===== src/hw/secl_pkg.sv =====
// How it works
// - EEPROM reached only over clock and data wires.
// - Power-up load fills identifiers, latency, control bits.
// - Target accesses get retry while load runs.
// - Byte 00 fills latency and grant field.
// - Vendor id: byte 01 low, byte 02 high.
// - Unique id: bytes 07-0A upper, 0B-0E lower.
// - Byte 05 gives link bits 7,2,1, control 23.
// - Subsystem id: byte 03 low, byte 04 high.
package secl_pkg;
  // Timing of the serial clock derived from the system clock.
  localparam int CLK_PERIOD_NS = 50;
  localparam int SCL_PERIOD_NS = 10000;
  localparam int SCL_QUARTER_CYC =
    (SCL_PERIOD_NS + 4 * CLK_PERIOD_NS - 1) / (4 * CLK_PERIOD_NS);
  localparam int DIV_W = 8;
  // Quarter phases of one serial bit.
  localparam logic [1:0] Q_SET = 2'h0;
  localparam logic [1:0] Q_SAMPLE = 2'h2;
  localparam logic [1:0] Q_LAST = 2'h3;
  // Nine bits per byte transfer, data plus acknowledge.
  localparam logic [3:0] BIT_LAST = 4'h8;
  // Serial memory addressing.
  localparam logic [6:0] EEPROM_DEV_ADDR = 7'h50;
  localparam logic [7:0] EEPROM_FIRST_ADDR = 8'h00;
  localparam logic RW_WRITE = 1'b0;
  localparam logic RW_READ = 1'b1;
  // Byte map of the serial memory.
  localparam int NUM_BYTES = 15;
  localparam logic [3:0] BYTE_LATGNT = 4'h0;
  localparam logic [3:0] BYTE_VEN_LO = 4'h1;
  localparam logic [3:0] BYTE_VEN_HI = 4'h2;
  localparam logic [3:0] BYTE_SUB_LO = 4'h3;
  localparam logic [3:0] BYTE_SUB_HI = 4'h4;
  localparam logic [3:0] BYTE_CTRL = 4'h5;
  localparam logic [3:0] BYTE_RSVD = 4'h6;
  localparam logic [3:0] BYTE_UIDH0 = 4'h7;
  localparam logic [3:0] BYTE_UIDL0 = 4'hB;
  localparam logic [3:0] BYTE_LAST = 4'hE;
  localparam logic [3:0] IDX_RESET = 4'h0;
  localparam logic [3:0] IDX_STEP = 4'h1;
  // Bit positions inside the control byte.
  localparam int BIT_UNFAIR = 7;
  localparam int BIT_HC23 = 6;
  localparam int BIT_LNK2 = 2;
  localparam int BIT_LNK1 = 1;
  // Padding of each latency and grant nibble.
  localparam logic [3:0] NIBBLE_PAD = 4'h0;
  localparam logic [7:0] BYTE_RESET = 8'h00;
  // Offsets of the registers that the load fills.
  localparam logic [7:0] OFF_UID_UPPER = 8'h24;
  localparam logic [7:0] OFF_UID_LOWER = 8'h28;
  localparam logic [7:0] OFF_SUBSYS = 8'h2C;
  localparam logic [7:0] OFF_VENDOR = 8'h2D;
  localparam logic [7:0] OFF_LATGNT = 8'h3E;
  localparam logic [7:0] OFF_CTRL = 8'h50;
  localparam logic [7:0] OFF_LINK = 8'hF4;
  // Commands of the serial engine.
  typedef enum logic [3:0] {
    CMD_START = 4'h1,
    CMD_WRITE = 4'h2,
    CMD_READ = 4'h4,
    CMD_STOP = 4'h8
  } secl_cmd_e;
  // Steps of the load sequence.
  typedef enum logic [7:0] {
    ST_START1 = 8'h01,
    ST_DEVW = 8'h02,
    ST_ADDR = 8'h04,
    ST_START2 = 8'h08,
    ST_DEVR = 8'h10,
    ST_READ = 8'h20,
    ST_STOP = 8'h40,
    ST_DONE = 8'h80
  } secl_state_e;
endpackage : secl_pkg


===== src/hw/secl_loader.sv =====
// Power-up loader: reads bytes 00 to 0E from the serial memory and
// holds the values that the host controller takes into its registers.
module secl_loader #(
  parameter logic [6:0] DEV_ADDR = secl_pkg::EEPROM_DEV_ADDR,
  parameter int QUARTER_CYC = secl_pkg::SCL_QUARTER_CYC
) (
  // Clock and reset.
  input wire logic clk_i,
  input wire logic rst_i,
  // Target access handshake from the bus side.
  input wire logic target_access_i,
  output logic target_retry_o,
  output logic target_accept_o,
  output logic load_busy_o,
  // Serial memory link.
  output logic scl_o,
  output logic sda_oe_n_o,
  input wire logic sda_i,
  // Loaded register values.
  output logic [31:0] unique_id_upper_o,
  output logic [31:0] unique_id_lower_o,
  output logic [15:0] subsystem_identifier_o,
  output logic [15:0] vendor_identifier_o,
  output logic [15:0] latency_and_grant_o,
  output logic controller_control_b23_o,
  output logic link_tuning_b7_o,
  output logic link_tuning_b2_o,
  output logic link_tuning_b1_o
);
  secl_pkg::secl_state_e state_r; // Step of the load.
  secl_pkg::secl_state_e state_nxt; // Next step.
  secl_pkg::secl_cmd_e cmd_w; // Command for the engine.
  logic [7:0] tx_w; // Byte to send.
  logic [3:0] idx_r; // Memory byte now being read.
  logic wait_r; // Command issued, waiting for its end.
  logic retry_r; // Address not acknowledged, start over.
  logic [7:0] mem_r [secl_pkg::NUM_BYTES]; // Loaded bytes.
  logic eng_done_w; // Engine finished a command.
  logic [7:0] rx_w; // Byte returned by a read.
  logic ack_bad_w; // Acknowledge bit was high.

  // Decode of the sequencer hand-shake with the engine.
  wire cmd_valid_w = !wait_r && (state_r != secl_pkg::ST_DONE);
  wire store_w = eng_done_w && (state_r == secl_pkg::ST_READ);
  wire last_w = (idx_r == secl_pkg::BYTE_LAST);
  wire addr_fail_w = eng_done_w && ack_bad_w &&
    ((state_r == secl_pkg::ST_DEVW) || (state_r == secl_pkg::ST_ADDR) ||
     (state_r == secl_pkg::ST_DEVR));

  // Bit engine that drives the link.
  secl_twi_engine #(
    .QUARTER_CYC(QUARTER_CYC)
  ) u_engine (
    .clk_i(clk_i),
    .rst_i(rst_i),
    .cmd_valid_i(cmd_valid_w),
    .cmd_i(cmd_w),
    .tx_byte_i(tx_w),
    .nack_send_i(last_w),
    .done_o(eng_done_w),
    .rx_byte_o(rx_w),
    .ack_bad_o(ack_bad_w),
    .scl_o(scl_o),
    .sda_oe_n_o(sda_oe_n_o),
    .sda_i(sda_i)
  );

  // Sequence: start, device write, address, start, device read,
  // fifteen reads in order, stop.
  always_comb begin
    state_nxt = state_r;
    cmd_w = secl_pkg::CMD_START;
    tx_w = secl_pkg::EEPROM_FIRST_ADDR;
    case (state_r)
      secl_pkg::ST_START1: begin
        if (eng_done_w)
          state_nxt = secl_pkg::ST_DEVW;
      end
      secl_pkg::ST_DEVW: begin
        cmd_w = secl_pkg::CMD_WRITE;
        tx_w = {DEV_ADDR, secl_pkg::RW_WRITE};
        if (eng_done_w)
          state_nxt = ack_bad_w ? secl_pkg::ST_STOP : secl_pkg::ST_ADDR;
      end
      secl_pkg::ST_ADDR: begin
        // Reading starts from the first byte of the map.
        cmd_w = secl_pkg::CMD_WRITE;
        if (eng_done_w)
          state_nxt = ack_bad_w ? secl_pkg::ST_STOP : secl_pkg::ST_START2;
      end
      secl_pkg::ST_START2: begin
        if (eng_done_w)
          state_nxt = secl_pkg::ST_DEVR;
      end
      secl_pkg::ST_DEVR: begin
        cmd_w = secl_pkg::CMD_WRITE;
        tx_w = {DEV_ADDR, secl_pkg::RW_READ};
        if (eng_done_w)
          state_nxt = ack_bad_w ? secl_pkg::ST_STOP : secl_pkg::ST_READ;
      end
      secl_pkg::ST_READ: begin
        // Sequential read; the last byte is not acknowledged.
        cmd_w = secl_pkg::CMD_READ;
        if (store_w && last_w)
          state_nxt = secl_pkg::ST_STOP;
      end
      secl_pkg::ST_STOP: begin
        cmd_w = secl_pkg::CMD_STOP;
        if (eng_done_w)
          state_nxt = retry_r ? secl_pkg::ST_START1 : secl_pkg::ST_DONE;
      end
      secl_pkg::ST_DONE: begin
        cmd_w = secl_pkg::CMD_STOP;
      end
      default: begin
        state_nxt = secl_pkg::ST_START1;
      end
    endcase
  end

  // Step register; the load begins right after reset.
  always_ff @(posedge clk_i) begin
    if (rst_i)
      state_r <= secl_pkg::ST_START1;
    else
      state_r <= state_nxt;
  end

  // Issue one command at a time and wait for its end.
  always_ff @(posedge clk_i) begin
    if (rst_i)
      wait_r <= 1'b0;
    else if (cmd_valid_w)
      wait_r <= 1'b1;
    else if (eng_done_w)
      wait_r <= 1'b0;
  end

  // A refused address makes the whole read start again after a stop.
  always_ff @(posedge clk_i) begin
    if (rst_i)
      retry_r <= 1'b0;
    else if (addr_fail_w)
      retry_r <= 1'b1;
    else if (state_r == secl_pkg::ST_STOP && eng_done_w)
      retry_r <= 1'b0;
  end

  // Byte pointer climbs by one per stored byte before the last.
  always_ff @(posedge clk_i) begin
    if (rst_i || state_r == secl_pkg::ST_START1)
      idx_r <= secl_pkg::IDX_RESET;
    else if (store_w && !last_w)
      idx_r <= idx_r + secl_pkg::IDX_STEP;
  end

  // Byte store; the reserved byte is never kept.
  for (genvar i = 0; i < secl_pkg::NUM_BYTES; i++) begin : g_byte
    if (i == int'(secl_pkg::BYTE_RSVD)) begin : g_rsvd
      // Reserved byte is read on the link and discarded.
      assign mem_r[i] = secl_pkg::BYTE_RESET;
    end else begin : g_keep
      always_ff @(posedge clk_i) begin
        if (rst_i)
          mem_r[i] <= secl_pkg::BYTE_RESET;
        else if (store_w && idx_r == 4'(i))
          mem_r[i] <= rx_w;
      end
    end
  end

  // Loaded fields, least significant byte first in each group.
  assign unique_id_upper_o = {
    mem_r[secl_pkg::BYTE_UIDH0 + 4'h3], mem_r[secl_pkg::BYTE_UIDH0 + 4'h2],
    mem_r[secl_pkg::BYTE_UIDH0 + 4'h1], mem_r[secl_pkg::BYTE_UIDH0]};
  assign unique_id_lower_o = {
    mem_r[secl_pkg::BYTE_UIDL0 + 4'h3], mem_r[secl_pkg::BYTE_UIDL0 + 4'h2],
    mem_r[secl_pkg::BYTE_UIDL0 + 4'h1], mem_r[secl_pkg::BYTE_UIDL0]};
  assign subsystem_identifier_o = {
    mem_r[secl_pkg::BYTE_SUB_HI], mem_r[secl_pkg::BYTE_SUB_LO]};
  assign vendor_identifier_o = {
    mem_r[secl_pkg::BYTE_VEN_HI], mem_r[secl_pkg::BYTE_VEN_LO]};
  // Upper nibble is maximum latency, lower nibble minimum grant.
  assign latency_and_grant_o = {
    secl_pkg::NIBBLE_PAD, mem_r[secl_pkg::BYTE_LATGNT][7:4],
    secl_pkg::NIBBLE_PAD, mem_r[secl_pkg::BYTE_LATGNT][3:0]};
  // Control byte bits.
  assign controller_control_b23_o =
    mem_r[secl_pkg::BYTE_CTRL][secl_pkg::BIT_HC23];
  assign link_tuning_b7_o =
    mem_r[secl_pkg::BYTE_CTRL][secl_pkg::BIT_UNFAIR];
  assign link_tuning_b2_o =
    mem_r[secl_pkg::BYTE_CTRL][secl_pkg::BIT_LNK2];
  assign link_tuning_b1_o =
    mem_r[secl_pkg::BYTE_CTRL][secl_pkg::BIT_LNK1];

  // Busy from reset until the last stop has ended.
  always_ff @(posedge clk_i) begin
    if (rst_i)
      load_busy_o <= 1'b1;
    else if (state_nxt == secl_pkg::ST_DONE)
      load_busy_o <= 1'b0;
  end

  // Target answers: retry while loading, accept afterwards.
  always_ff @(posedge clk_i) begin
    if (rst_i) begin
      target_retry_o <= 1'b0;
      target_accept_o <= 1'b0;
    end else begin
      target_retry_o <= target_access_i && load_busy_o;
      target_accept_o <= target_access_i && !load_busy_o;
    end
  end

  // An access during the load is answered with retry next cycle.
  a_retry_busy: assert property (
    @(posedge clk_i) disable iff (rst_i)
    target_access_i && load_busy_o |=> target_retry_o && !target_accept_o)
    else $error("access during load not retried");

  // No access is completed before the load has ended.
  a_no_accept_busy: assert property (
    @(posedge clk_i) disable iff (rst_i)
    target_accept_o |-> !$past(load_busy_o))
    else $error("access accepted during load");

  // Busy only drops once the last byte has been stored.
  a_busy_after_all: assert property (
    @(posedge clk_i) disable iff (rst_i)
    $fell(load_busy_o) |-> idx_r == secl_pkg::BYTE_LAST)
    else $error("load ended before last byte");

  // Bytes are stored in ascending order.
  a_ascending_idx: assert property (
    @(posedge clk_i) disable iff (rst_i)
    store_w && !last_w |=> idx_r == $past(idx_r) + secl_pkg::IDX_STEP)
    else $error("byte pointer did not step by one");

  // Latency and grant follow byte 00.
  a_latency_fill: assert property (
    @(posedge clk_i) disable iff (rst_i)
    store_w && idx_r == secl_pkg::BYTE_LATGNT |=>
    latency_and_grant_o == {secl_pkg::NIBBLE_PAD, $past(rx_w[7:4]),
                            secl_pkg::NIBBLE_PAD, $past(rx_w[3:0])})
    else $error("latency and grant wrong");

  // Vendor high byte comes from byte 02.
  a_vendor_high: assert property (
    @(posedge clk_i) disable iff (rst_i)
    store_w && idx_r == secl_pkg::BYTE_VEN_HI |=>
    vendor_identifier_o[15:8] == $past(rx_w))
    else $error("vendor high byte wrong");

  // Lower id top byte comes from byte 0E, the last one read.
  a_uid_order: assert property (
    @(posedge clk_i) disable iff (rst_i)
    store_w && idx_r == secl_pkg::BYTE_LAST |=>
    unique_id_lower_o[31:24] == $past(rx_w))
    else $error("unique id byte order wrong");

  // Upper id low byte comes from byte 07.
  a_uid_low_first: assert property (
    @(posedge clk_i) disable iff (rst_i)
    store_w && idx_r == secl_pkg::BYTE_UIDH0 |=>
    unique_id_upper_o[7:0] == $past(rx_w))
    else $error("upper id low byte wrong");

  // Control byte bit 6 sets control bit 23, bit 7 the unfair enable.
  a_ctrl_bits: assert property (
    @(posedge clk_i) disable iff (rst_i)
    store_w && idx_r == secl_pkg::BYTE_CTRL |=>
    controller_control_b23_o == $past(rx_w[secl_pkg::BIT_HC23]) &&
    link_tuning_b7_o == $past(rx_w[secl_pkg::BIT_UNFAIR]))
    else $error("control bits wrong");

  // Subsystem high byte comes from byte 04.
  a_subsys_high: assert property (
    @(posedge clk_i) disable iff (rst_i)
    store_w && idx_r == secl_pkg::BYTE_SUB_HI |=>
    subsystem_identifier_o[15:8] == $past(rx_w))
    else $error("subsystem high byte wrong");
endmodule : secl_loader


===== src/hw/secl_twi_engine.sv =====
// Bit engine for the two-wire link: start, byte write, byte read, stop.
module secl_twi_engine #(
  parameter int QUARTER_CYC = secl_pkg::SCL_QUARTER_CYC
) (
  // Clock and reset.
  input wire logic clk_i,
  input wire logic rst_i,
  // Command side.
  input wire logic cmd_valid_i,
  input wire secl_pkg::secl_cmd_e cmd_i,
  input wire logic [7:0] tx_byte_i,
  input wire logic nack_send_i,
  output logic done_o,
  output logic [7:0] rx_byte_o,
  output logic ack_bad_o,
  // Link pins.
  output logic scl_o,
  output logic sda_oe_n_o,
  input wire logic sda_i
);
  logic busy_r; // Command in progress.
  secl_pkg::secl_cmd_e op_r; // Current command.
  logic [secl_pkg::DIV_W-1:0] div_r; // Quarter timer.
  logic [1:0] q_r; // Quarter within a bit.
  logic [3:0] bit_r; // Bit within a byte.
  logic [8:0] sh_r; // Out bits, replaced by sampled bits.
  logic sda_meta_r; // First synchroniser stage.
  logic sda_sync_r; // Second synchroniser stage.
  logic scl_nxt;
  logic sda_nxt;

  // Decode of timer ends and command end.
  wire tick_w = busy_r &&
    (div_r == secl_pkg::DIV_W'(QUARTER_CYC - 1));
  wire is_bit_w = (op_r == secl_pkg::CMD_WRITE) ||
    (op_r == secl_pkg::CMD_READ);
  wire last_q_w = tick_w && (q_r == secl_pkg::Q_LAST);
  wire finish_w = last_q_w && (!is_bit_w || bit_r == secl_pkg::BIT_LAST);
  assign rx_byte_o = sh_r[8:1];
  assign ack_bad_o = sh_r[0];

  // Line levels for each quarter; data high means released.
  always_comb begin
    scl_nxt = scl_o;
    sda_nxt = sda_oe_n_o;
    if (busy_r) begin
      case (op_r)
        secl_pkg::CMD_START: begin
          scl_nxt = (q_r == 2'h1) || (q_r == secl_pkg::Q_SAMPLE);
          sda_nxt = (q_r < secl_pkg::Q_SAMPLE);
        end
        secl_pkg::CMD_STOP: begin
          scl_nxt = (q_r != secl_pkg::Q_SET);
          sda_nxt = (q_r >= secl_pkg::Q_SAMPLE);
        end
        default: begin
          scl_nxt = (q_r == 2'h1) || (q_r == secl_pkg::Q_SAMPLE);
          // The last quarter holds the line, so data never moves on the
          // same edge as the falling clock; the next bit shows in q0.
          sda_nxt = (q_r == secl_pkg::Q_LAST) ? sda_oe_n_o : sh_r[8];
        end
      endcase
    end
  end

  // Two-stage synchroniser for the data line.
  always_ff @(posedge clk_i) begin
    sda_meta_r <= sda_i;
    sda_sync_r <= sda_meta_r;
  end

  // Pin registers; data pulls low only, never drives high.
  always_ff @(posedge clk_i) begin
    if (rst_i) begin
      scl_o <= 1'b1;
      sda_oe_n_o <= 1'b1;
    end else begin
      scl_o <= scl_nxt;
      sda_oe_n_o <= sda_nxt;
    end
  end

  // Command sequencing and bit timing.
  always_ff @(posedge clk_i) begin
    if (rst_i) begin
      busy_r <= 1'b0;
      op_r <= secl_pkg::CMD_STOP;
      div_r <= '0;
      q_r <= secl_pkg::Q_SET;
      bit_r <= '0;
      sh_r <= '1;
      done_o <= 1'b0;
    end else begin
      done_o <= finish_w;
      div_r <= tick_w || !busy_r ? '0 : div_r + 1'b1;
      if (!busy_r && cmd_valid_i) begin
        busy_r <= 1'b1;
        op_r <= cmd_i;
        q_r <= secl_pkg::Q_SET;
        bit_r <= '0;
        sh_r <= (cmd_i == secl_pkg::CMD_READ) ?
          {8'hFF, nack_send_i} : {tx_byte_i, 1'b1};
      end else if (tick_w) begin
        q_r <= q_r + 1'b1;
        if (is_bit_w && q_r == secl_pkg::Q_SAMPLE)
          sh_r <= {sh_r[7:0], sda_sync_r};
        if (last_q_w)
          bit_r <= bit_r + 1'b1;
        if (finish_w)
          busy_r <= 1'b0;
      end
    end
  end

  // While a read shifts data bits the engine keeps the line released.
  a_read_release: assert property (
    @(posedge clk_i) disable iff (rst_i)
    busy_r && op_r == secl_pkg::CMD_READ && bit_r < secl_pkg::BIT_LAST
    && q_r == secl_pkg::Q_SAMPLE |=> sda_oe_n_o)
    else $error("data line driven during read data bit");
endmodule : secl_twi_engine


===== config.mk =====
export PLATFORM = sky130hd
export DESIGN_NAME = secl_loader
export DESIGN_NICKNAME = d
export VERILOG_FILES = /design/src/hw/secl_pkg.sv /design/src/hw/secl_loader.sv /design/src/hw/secl_twi_engine.sv
export SDC_FILE = /design/constraint.sdc
export NUM_CORES = 1
export LEC_CHECK = 0
export BUFFER_PORTS_ARGS = -buffer_cell sky130_fd_sc_hd__buf_4
export CORE_ASPECT_RATIO = 1.75
export CORE_MARGIN = 3
export CORE_UTILIZATION = 30
export CTS_BUF_LIST = sky130_fd_sc_hd__clkbuf_4 sky130_fd_sc_hd__clkbuf_8
export DETAILED_ROUTE_END_ITERATION = 10
export RECOVER_POWER = 50
export SYNTH_ARGS = -nofsm -noshare
export SYNTH_HDL_FRONTEND = slang
export SYNTH_HIERARCHICAL = 1
export SYNTH_SLANG_ARGS = --single-unit

===== constraint.sdc =====
create_clock -name clk_i -period 2.85 [get_ports clk_i]
set_clock_uncertainty 0.2 [all_clocks]
set_input_delay 0.57 -clock clk_i [delete_from_list [all_inputs] [get_ports clk_i]]
set_output_delay 0.57 -clock clk_i [all_outputs]
set_load 0.01 [all_outputs]

# Word-level counts from Yosys, hierarchy flattened

Cells that the tools add are included.

Add/sub/neg operators: 4
$lt $le $gt $ge: 2
Equality and inequality tests: 34
Mux-type cells: 28
Reduce and logical (&&, ||, !) cells: 54

Operator list:

| kind                | number |
|---|---|
| $mux 8              | 8 |
| $pmux 8 s8          | 1 |
| $eq 4x4->1 const B  | 9 |
| $mux 9              | 4 |
| $logic_and 1x1->1   | 27 |
| $mux 7              | 3 |
| $eq 4x3->1 const B  | 5 |
| $eq 8x6->1 const B  | 2 |
| $eq 8x8->1 const B  | 2 |
| $pmux 8 s2          | 1 |
| $eq 4x2->1 const B  | 3 |
| $pmux 4 s3          | 1 |
| $reduce_bool 2->1   | 6 |
| $mux 1              | 9 |
| $add 4x1->4 const B | 2 |
| $add 8x1->8 const B | 1 |
| $eq 4x1->1 const B  | 2 |
| $eq 8x1->1 const B  | 1 |
| $eq 8x2->1 const B  | 1 |
| $eq 8x3->1 const B  | 1 |
| $eq 8x4->1 const B  | 1 |
| $eq 8x5->1 const B  | 1 |
| $eq 8x7->1 const B  | 1 |
| $ne 8x8->1 const B  | 1 |
| 13 further kinds    | 29 |

Register bits after elaboration: 162
Bits of input ports: 4
Output and inout port bits: 121

# Depth between registers and ports, before layout

Word-level depth: 8
Gate-level depth with buffers: 9

# By module

Netlist, hierarchy kept.

By module, submodules not included:

| module          | instances | cells each | area each (sq um) | sequential area each (sq um) |
|---|---|---|---|---|
| secl_loader     | 1         | 498        | 5170.0            | 2502.4 |
| secl_twi_engine | 1         | 179        | 1601.5            | 660.6 |

# Worst setup path before layout

Ideal clock, no wire load.

Kind: flip-flop to flip-flop
Start point: register state_r[2]
End point: register u_engine.sh_r[3]
Library setup time: 0.069 ns
Arrival time: 2.337 ns
Data required time: 2.581 ns
Setup slack: 0.244 ns
Stages on the path, launching flop included: 9
Buffers on the path: 1
Clock period less this slack: 2.606 ns
Path through: dfxtp_1 > buf_6 > nor4_4 > o211ai_1 > and3_1 > nor4b_2 > or3_1 > o21ai_0 > o21ai_1

Cells in the longest elaborated chain, start to end: 6
Elaborated cells on any way between the ends: 18
Classes of those cells: 8 x eq/ne; 3 x mux; 7 x reduce/logical

RTL lines:

| what                                                                | line                   | source |
|---|---|---|
| start: declaration                                                  | secl_loader.sv:30      | `secl_pkg::secl_state_e state_r;` |
| start signal: assignment                                            | secl_loader.sv:124     | `state_r <= secl_pkg::ST_START1;` |
| start signal: assignment                                            | secl_loader.sv:126     | `state_r <= state_nxt;` |
| $eq 8x2->1 (tied with other cells)                                  | secl_loader.sv:74      | `case (state_r)` |
| $reduce_or 3->1 (no source line) or $reduce_or 2->1 (tied branches) | -                      |  |
| $pmux 4 s3 *                                                        | secl_loader.sv:74      |  |
| net cmd_w[0]                                                        | secl_loader.sv:32      | `secl_pkg::secl_cmd_e cmd_w;` |
| $eq 4x3->1 *                                                        | secl_twi_engine.sv:101 | `sh_r <= (cmd_i == secl_pkg::CMD_READ) ?` |
| $mux 9 *                                                            | secl_twi_engine.sv:101 |  |
| $mux 9 *                                                            | secl_twi_engine.sv:96  | `if (!busy_r && cmd_valid_i) begin` |
| end signal: assignment                                              | secl_twi_engine.sv:101 |  |
| end signal: assignment                                              | secl_twi_engine.sv:106 | `sh_r <= {sh_r[7:0], sda_sync_r};` |
| end: declaration                                                    | secl_twi_engine.sv:26  | `logic [8:0] sh_r;` |

Mark *: on every way through the listed nets, which the timed path passes. The rest lies on a longest branch.
A chain may end at the register's enable or synchronous reset.

# Final worst setup path

Start point: register state_r[2]
End point: register mem_r, in the netlist vendor_identifier_o[7]

Cells in the longest elaborated chain, start to end: 3

RTL lines:

| what                           | line               | source |
|---|---|---|
| $eq 8x6->1                     | secl_loader.sv:44  | `wire store_w = eng_done_w && (state_r == secl_pkg::ST_READ);` |
| $logic_and 1x1->1              | secl_loader.sv:44  |  |
| $logic_and 1x1->1              | secl_loader.sv:166 | `else if (store_w && idx_r == 4'(i))` |
| end signal: indexed assignment | secl_loader.sv:165 | `mem_r[i] <= secl_pkg::BYTE_RESET;` |
| end signal: indexed assignment | secl_loader.sv:167 | `mem_r[i] <= rx_w;` |
| end: declaration               | secl_loader.sv:37  | `logic [7:0] mem_r [secl_pkg::NUM_BYTES];` |

No other way between the ends.

==> impl_results.md <==
* Outcome: completed
* Resize count post-CTS at 0
* Clk slew on worst S/H paths at 0.08 ns
* Critical path class: flip-flop to flip-flop
* Clk sinks at 158
* Initial Util at 0.306
* Final GP Congestion at 0.853
* Pre-antenna DRT Iters at 4
* WP data arrival at 2.66 ns
* Reg power frac at 0.541
* Post-DP HPWL at 12700 um
* Worst vdd ir at 0.000450 V
* Post-synthesis async set-or-reset flop share at 0
* Slew @ Worst Pin at 1.08 ns
* Mapped Cells at 677
* Synthesis-to-finish area growth at 17.0%
* Mapped cell area at 0.00677 sq mm
* Sw Pwr at 0.00107 W
* Synthesized area per cell at 10.0 sq um
* Ranking of synthesized cells by area: dfxtp_1 47%, mux2i_1 16%, nor2_1 7.3%, nand4_4 3.8%, ha_1 2.0%
* Die Span Y at 205 um
* Period utilisation layout at 0.900
* Crit-path slowest cell: clkbuf_1
* Max incr delay on CP at 0.65 ns
* Hold_sp: u_engine/sda_meta_r$_DFF_P_
* Ys flop type: dfxtp_1
* CTS root buffer: clkbuf_8
* Detail Route Antenna Nets at 0
* Share of cells above drive strength 1 at 0.0949
* Clock network fraction of total power at 0.424
* H-tree Lvls at 4
* Critical Path Source: state_r[2]$_SDFF_PP0_
* Die area at 0.0245 sq mm
* P_int at 0.00322 W
* Core area at 0.0222 sq mm
* Count of cell types in the netlist at 62
* Top fanout value on the critical path at 10
* Setup Viol. Count Final at 0
* Fmax at 0.390 GHz
* Hold WC Path Type: flip-flop to flip-flop
* Period minus WS final at 2.57 ns
* CP Cell Sequence: nor4_4 > clkbuf_1 > nand4_4 > mux2i_1 > nor2_1
* Sw Share at 0.249
* Final-report hold violation count at 0
* Routed wire length at 17700 um
* Top-area cell type share of the netlist area at 0.467
* MaxCap Viol Count at 0
* Fin nets at 803
* Power per cell area at 542 mW/mm^2
* Endpoint class of the critical path: flip-flop
* Total Neg Setup Slack at 0 ns
* Num CTS Buffers at 17
* Post-CTS setup repair buffer count at 0
* Worst slew margin at 0.279
* Total power at 0.00429 W
* First-pass GRT wire length at 28400 um
* EDFF count, synth at 0
* Worst skew pair latency at 0.45 ns
* Number of I/O port buffers at 116
* Num rows at 72
* Largest net degree at the start of global routing at 66
* Register area share after synthesis at 0.467
* Total number of yosys warnings at 6
* Worst-case clock buffer depth at 2
* WP data required at 2.94 ns
* Diodes inserted at 0
* Synth area leader: dfxtp_1
* TritonCTS clock tree: done
* GRT overflow at 0
* FF-to-FF Start: state_r[2]$_SDFF_PP0_
* Vias in the first global route at 5101
* GRT Util Overall at 0.147
* CP Launch Type: flip-flop
* Unrepaired setup endpoints after global routing: false
* Num ports at 125
* Vias per Instance at 4.66
* Comb power frac at 0.035
* Max-slew violation count at 0
* Vias at 5113
* Flops & latches, synth at 158
* DR WL/cell at 16.1 um
* Initial antenna violation count at 0
* Post-route DRC at 0
* Die Width at 120 um
* Detailed router's first-iteration violation count at 303
* Leakage at 3.80 nW
## Yosys cell counts (all sizes together), types with 2 or more instances
cell,number
a211o,2
a21oi,14
a31oi,11
and2,8
and3,3
and4,2
and4bb,2
buf,17
clkbuf,33
dfxtp,158
ha,11
inv,14
mux2i,110
nand2,18
nand2b,3
nand3,18
nand3b,3
nand4,18
nand4b,3
nor2,131
nor2b,10
nor3,7
nor3b,3
nor4,4
nor4b,6
o211ai,3
o21ai,24
or3,10
xnor2,6
xor2,9
## layer usage
metal	track usage	up-vias	wire [um]
met5	0	-	0
met3	0.0337	15	693
met1	0.156	2447	6730
li1	-	2541	-
met2	0.283	110	9940
met4	0.0475	0	301
## cell type report
cell class / instances / area (sq um)
well taps: 296 / 370
fillers: 2409 / 14200
flip-flops and latches: 158 / 3160
inverters: 14 / 52.6
repair buffers: 130 / 557
multi-input cells: 467 / 3340
clock inverters: 13 / 176
clock buffers: 19 / 262
## power groups by stage
stage	clock network, W	logic, W	registers [W]
floorplan	0	0.000158	0.00230
detailed placement	0	0.000152	0.00238
CTS	0.00188	0.000153	0.00232
finish	0.00182	0.000150	0.00232
global route	0.00196	0.000166	0.00233
global placement	0	0.000151	0.00237
## cells by family (layout without fill, tap and decap cells)
kind of cell / after synthesis / count (layout) / synth area share
compound gates: 66 / 66 / 0.0599
xor+xnor: 15 / 15 / 0.0194
fa+ha+maj: 11 / 11 / 0.0203
buf+inv: 64 / 176 / 0.0464
flops: 158 / 158 / 0.467
mux: 110 / 110 / 0.163
other cells: 1 / 13 / 0.000554
simple gates: 252 / 252 / 0.224
## critical path: cells and delay by family (launching register included)
| family | cells | cell delay, ns |
|---|---|---|
| flops | 1 | 0.42 |
| buf+inv | 1 | 0.65 |
| mux | 1 | 0.26 |
| simple gates | 3 | 0.89 |
## through the flow
stage	util	worst slack, ns	cell area, sq um	cells	hold slack (ns)
2_1_floorplan	-	0.244	6820	689	0.110
3_3_place_gp	0.357	0.388	7910	1064	0.110
3_5_place_dp	0.357	0.315	7910	1064	0.115
4_1_cts	0.377	0.303	8340	1096	0.00351
5_1_grt	0.357	0.0715	7920	1097	0.138
6_report	0.357	0.284	7920	1097	0.137
## cell usage in the layout, fill, tap and decap left out, types with 5 or more instances in the layout
cell,n
mux2i_1,110
and2_1,5
conb_1,13
buf_4,11
inv_1,14
clkbuf_1,115
nor2_1,131
a21oi_1,14
nand2_1,18
a31oi_1,11
o21ai_0,15
ha_1,11
or3_1,10
nand4_4,12
xor2_1,9
xnor2_1,6
nand3_1,18
nor2b_1,10
o21ai_1,9
dfxtp_1,158
clkbuf_8,19
## worst paths after layout
check                                             end  slack, ns  depth (start not counted)
setup / recovery  vendor_identifier_o[7]$_SDFFE_PP0P_       0.28                          5
hold / removal            u_engine/sda_sync_r$_DFF_P_       0.14                          0
setup reg to reg  vendor_identifier_o[7]$_SDFFE_PP0P_       0.28                          5
hold reg to reg           u_engine/sda_sync_r$_DFF_P_       0.14                          0
## state kept, by name, summed over array words and instances (netlist names), 4 cells and up
register and cells:
unique_id_upper_o 32, state_r 8, u_engine/div_r 8, idx_r 4, u_engine/op_r 4, latency_and_grant_o 8
unique_id_lower_o 32, u_engine/sh_r 9, vendor_identifier_o 16, u_engine/bit_r 4, subsystem_identifier_o 16
## timing repair
item	in CTS	in global routing
hold endpoints to repair	0	1
endpoints found under the setup margin	0	0
hold buffers	0	1
(Power assumes the default switching activity.)
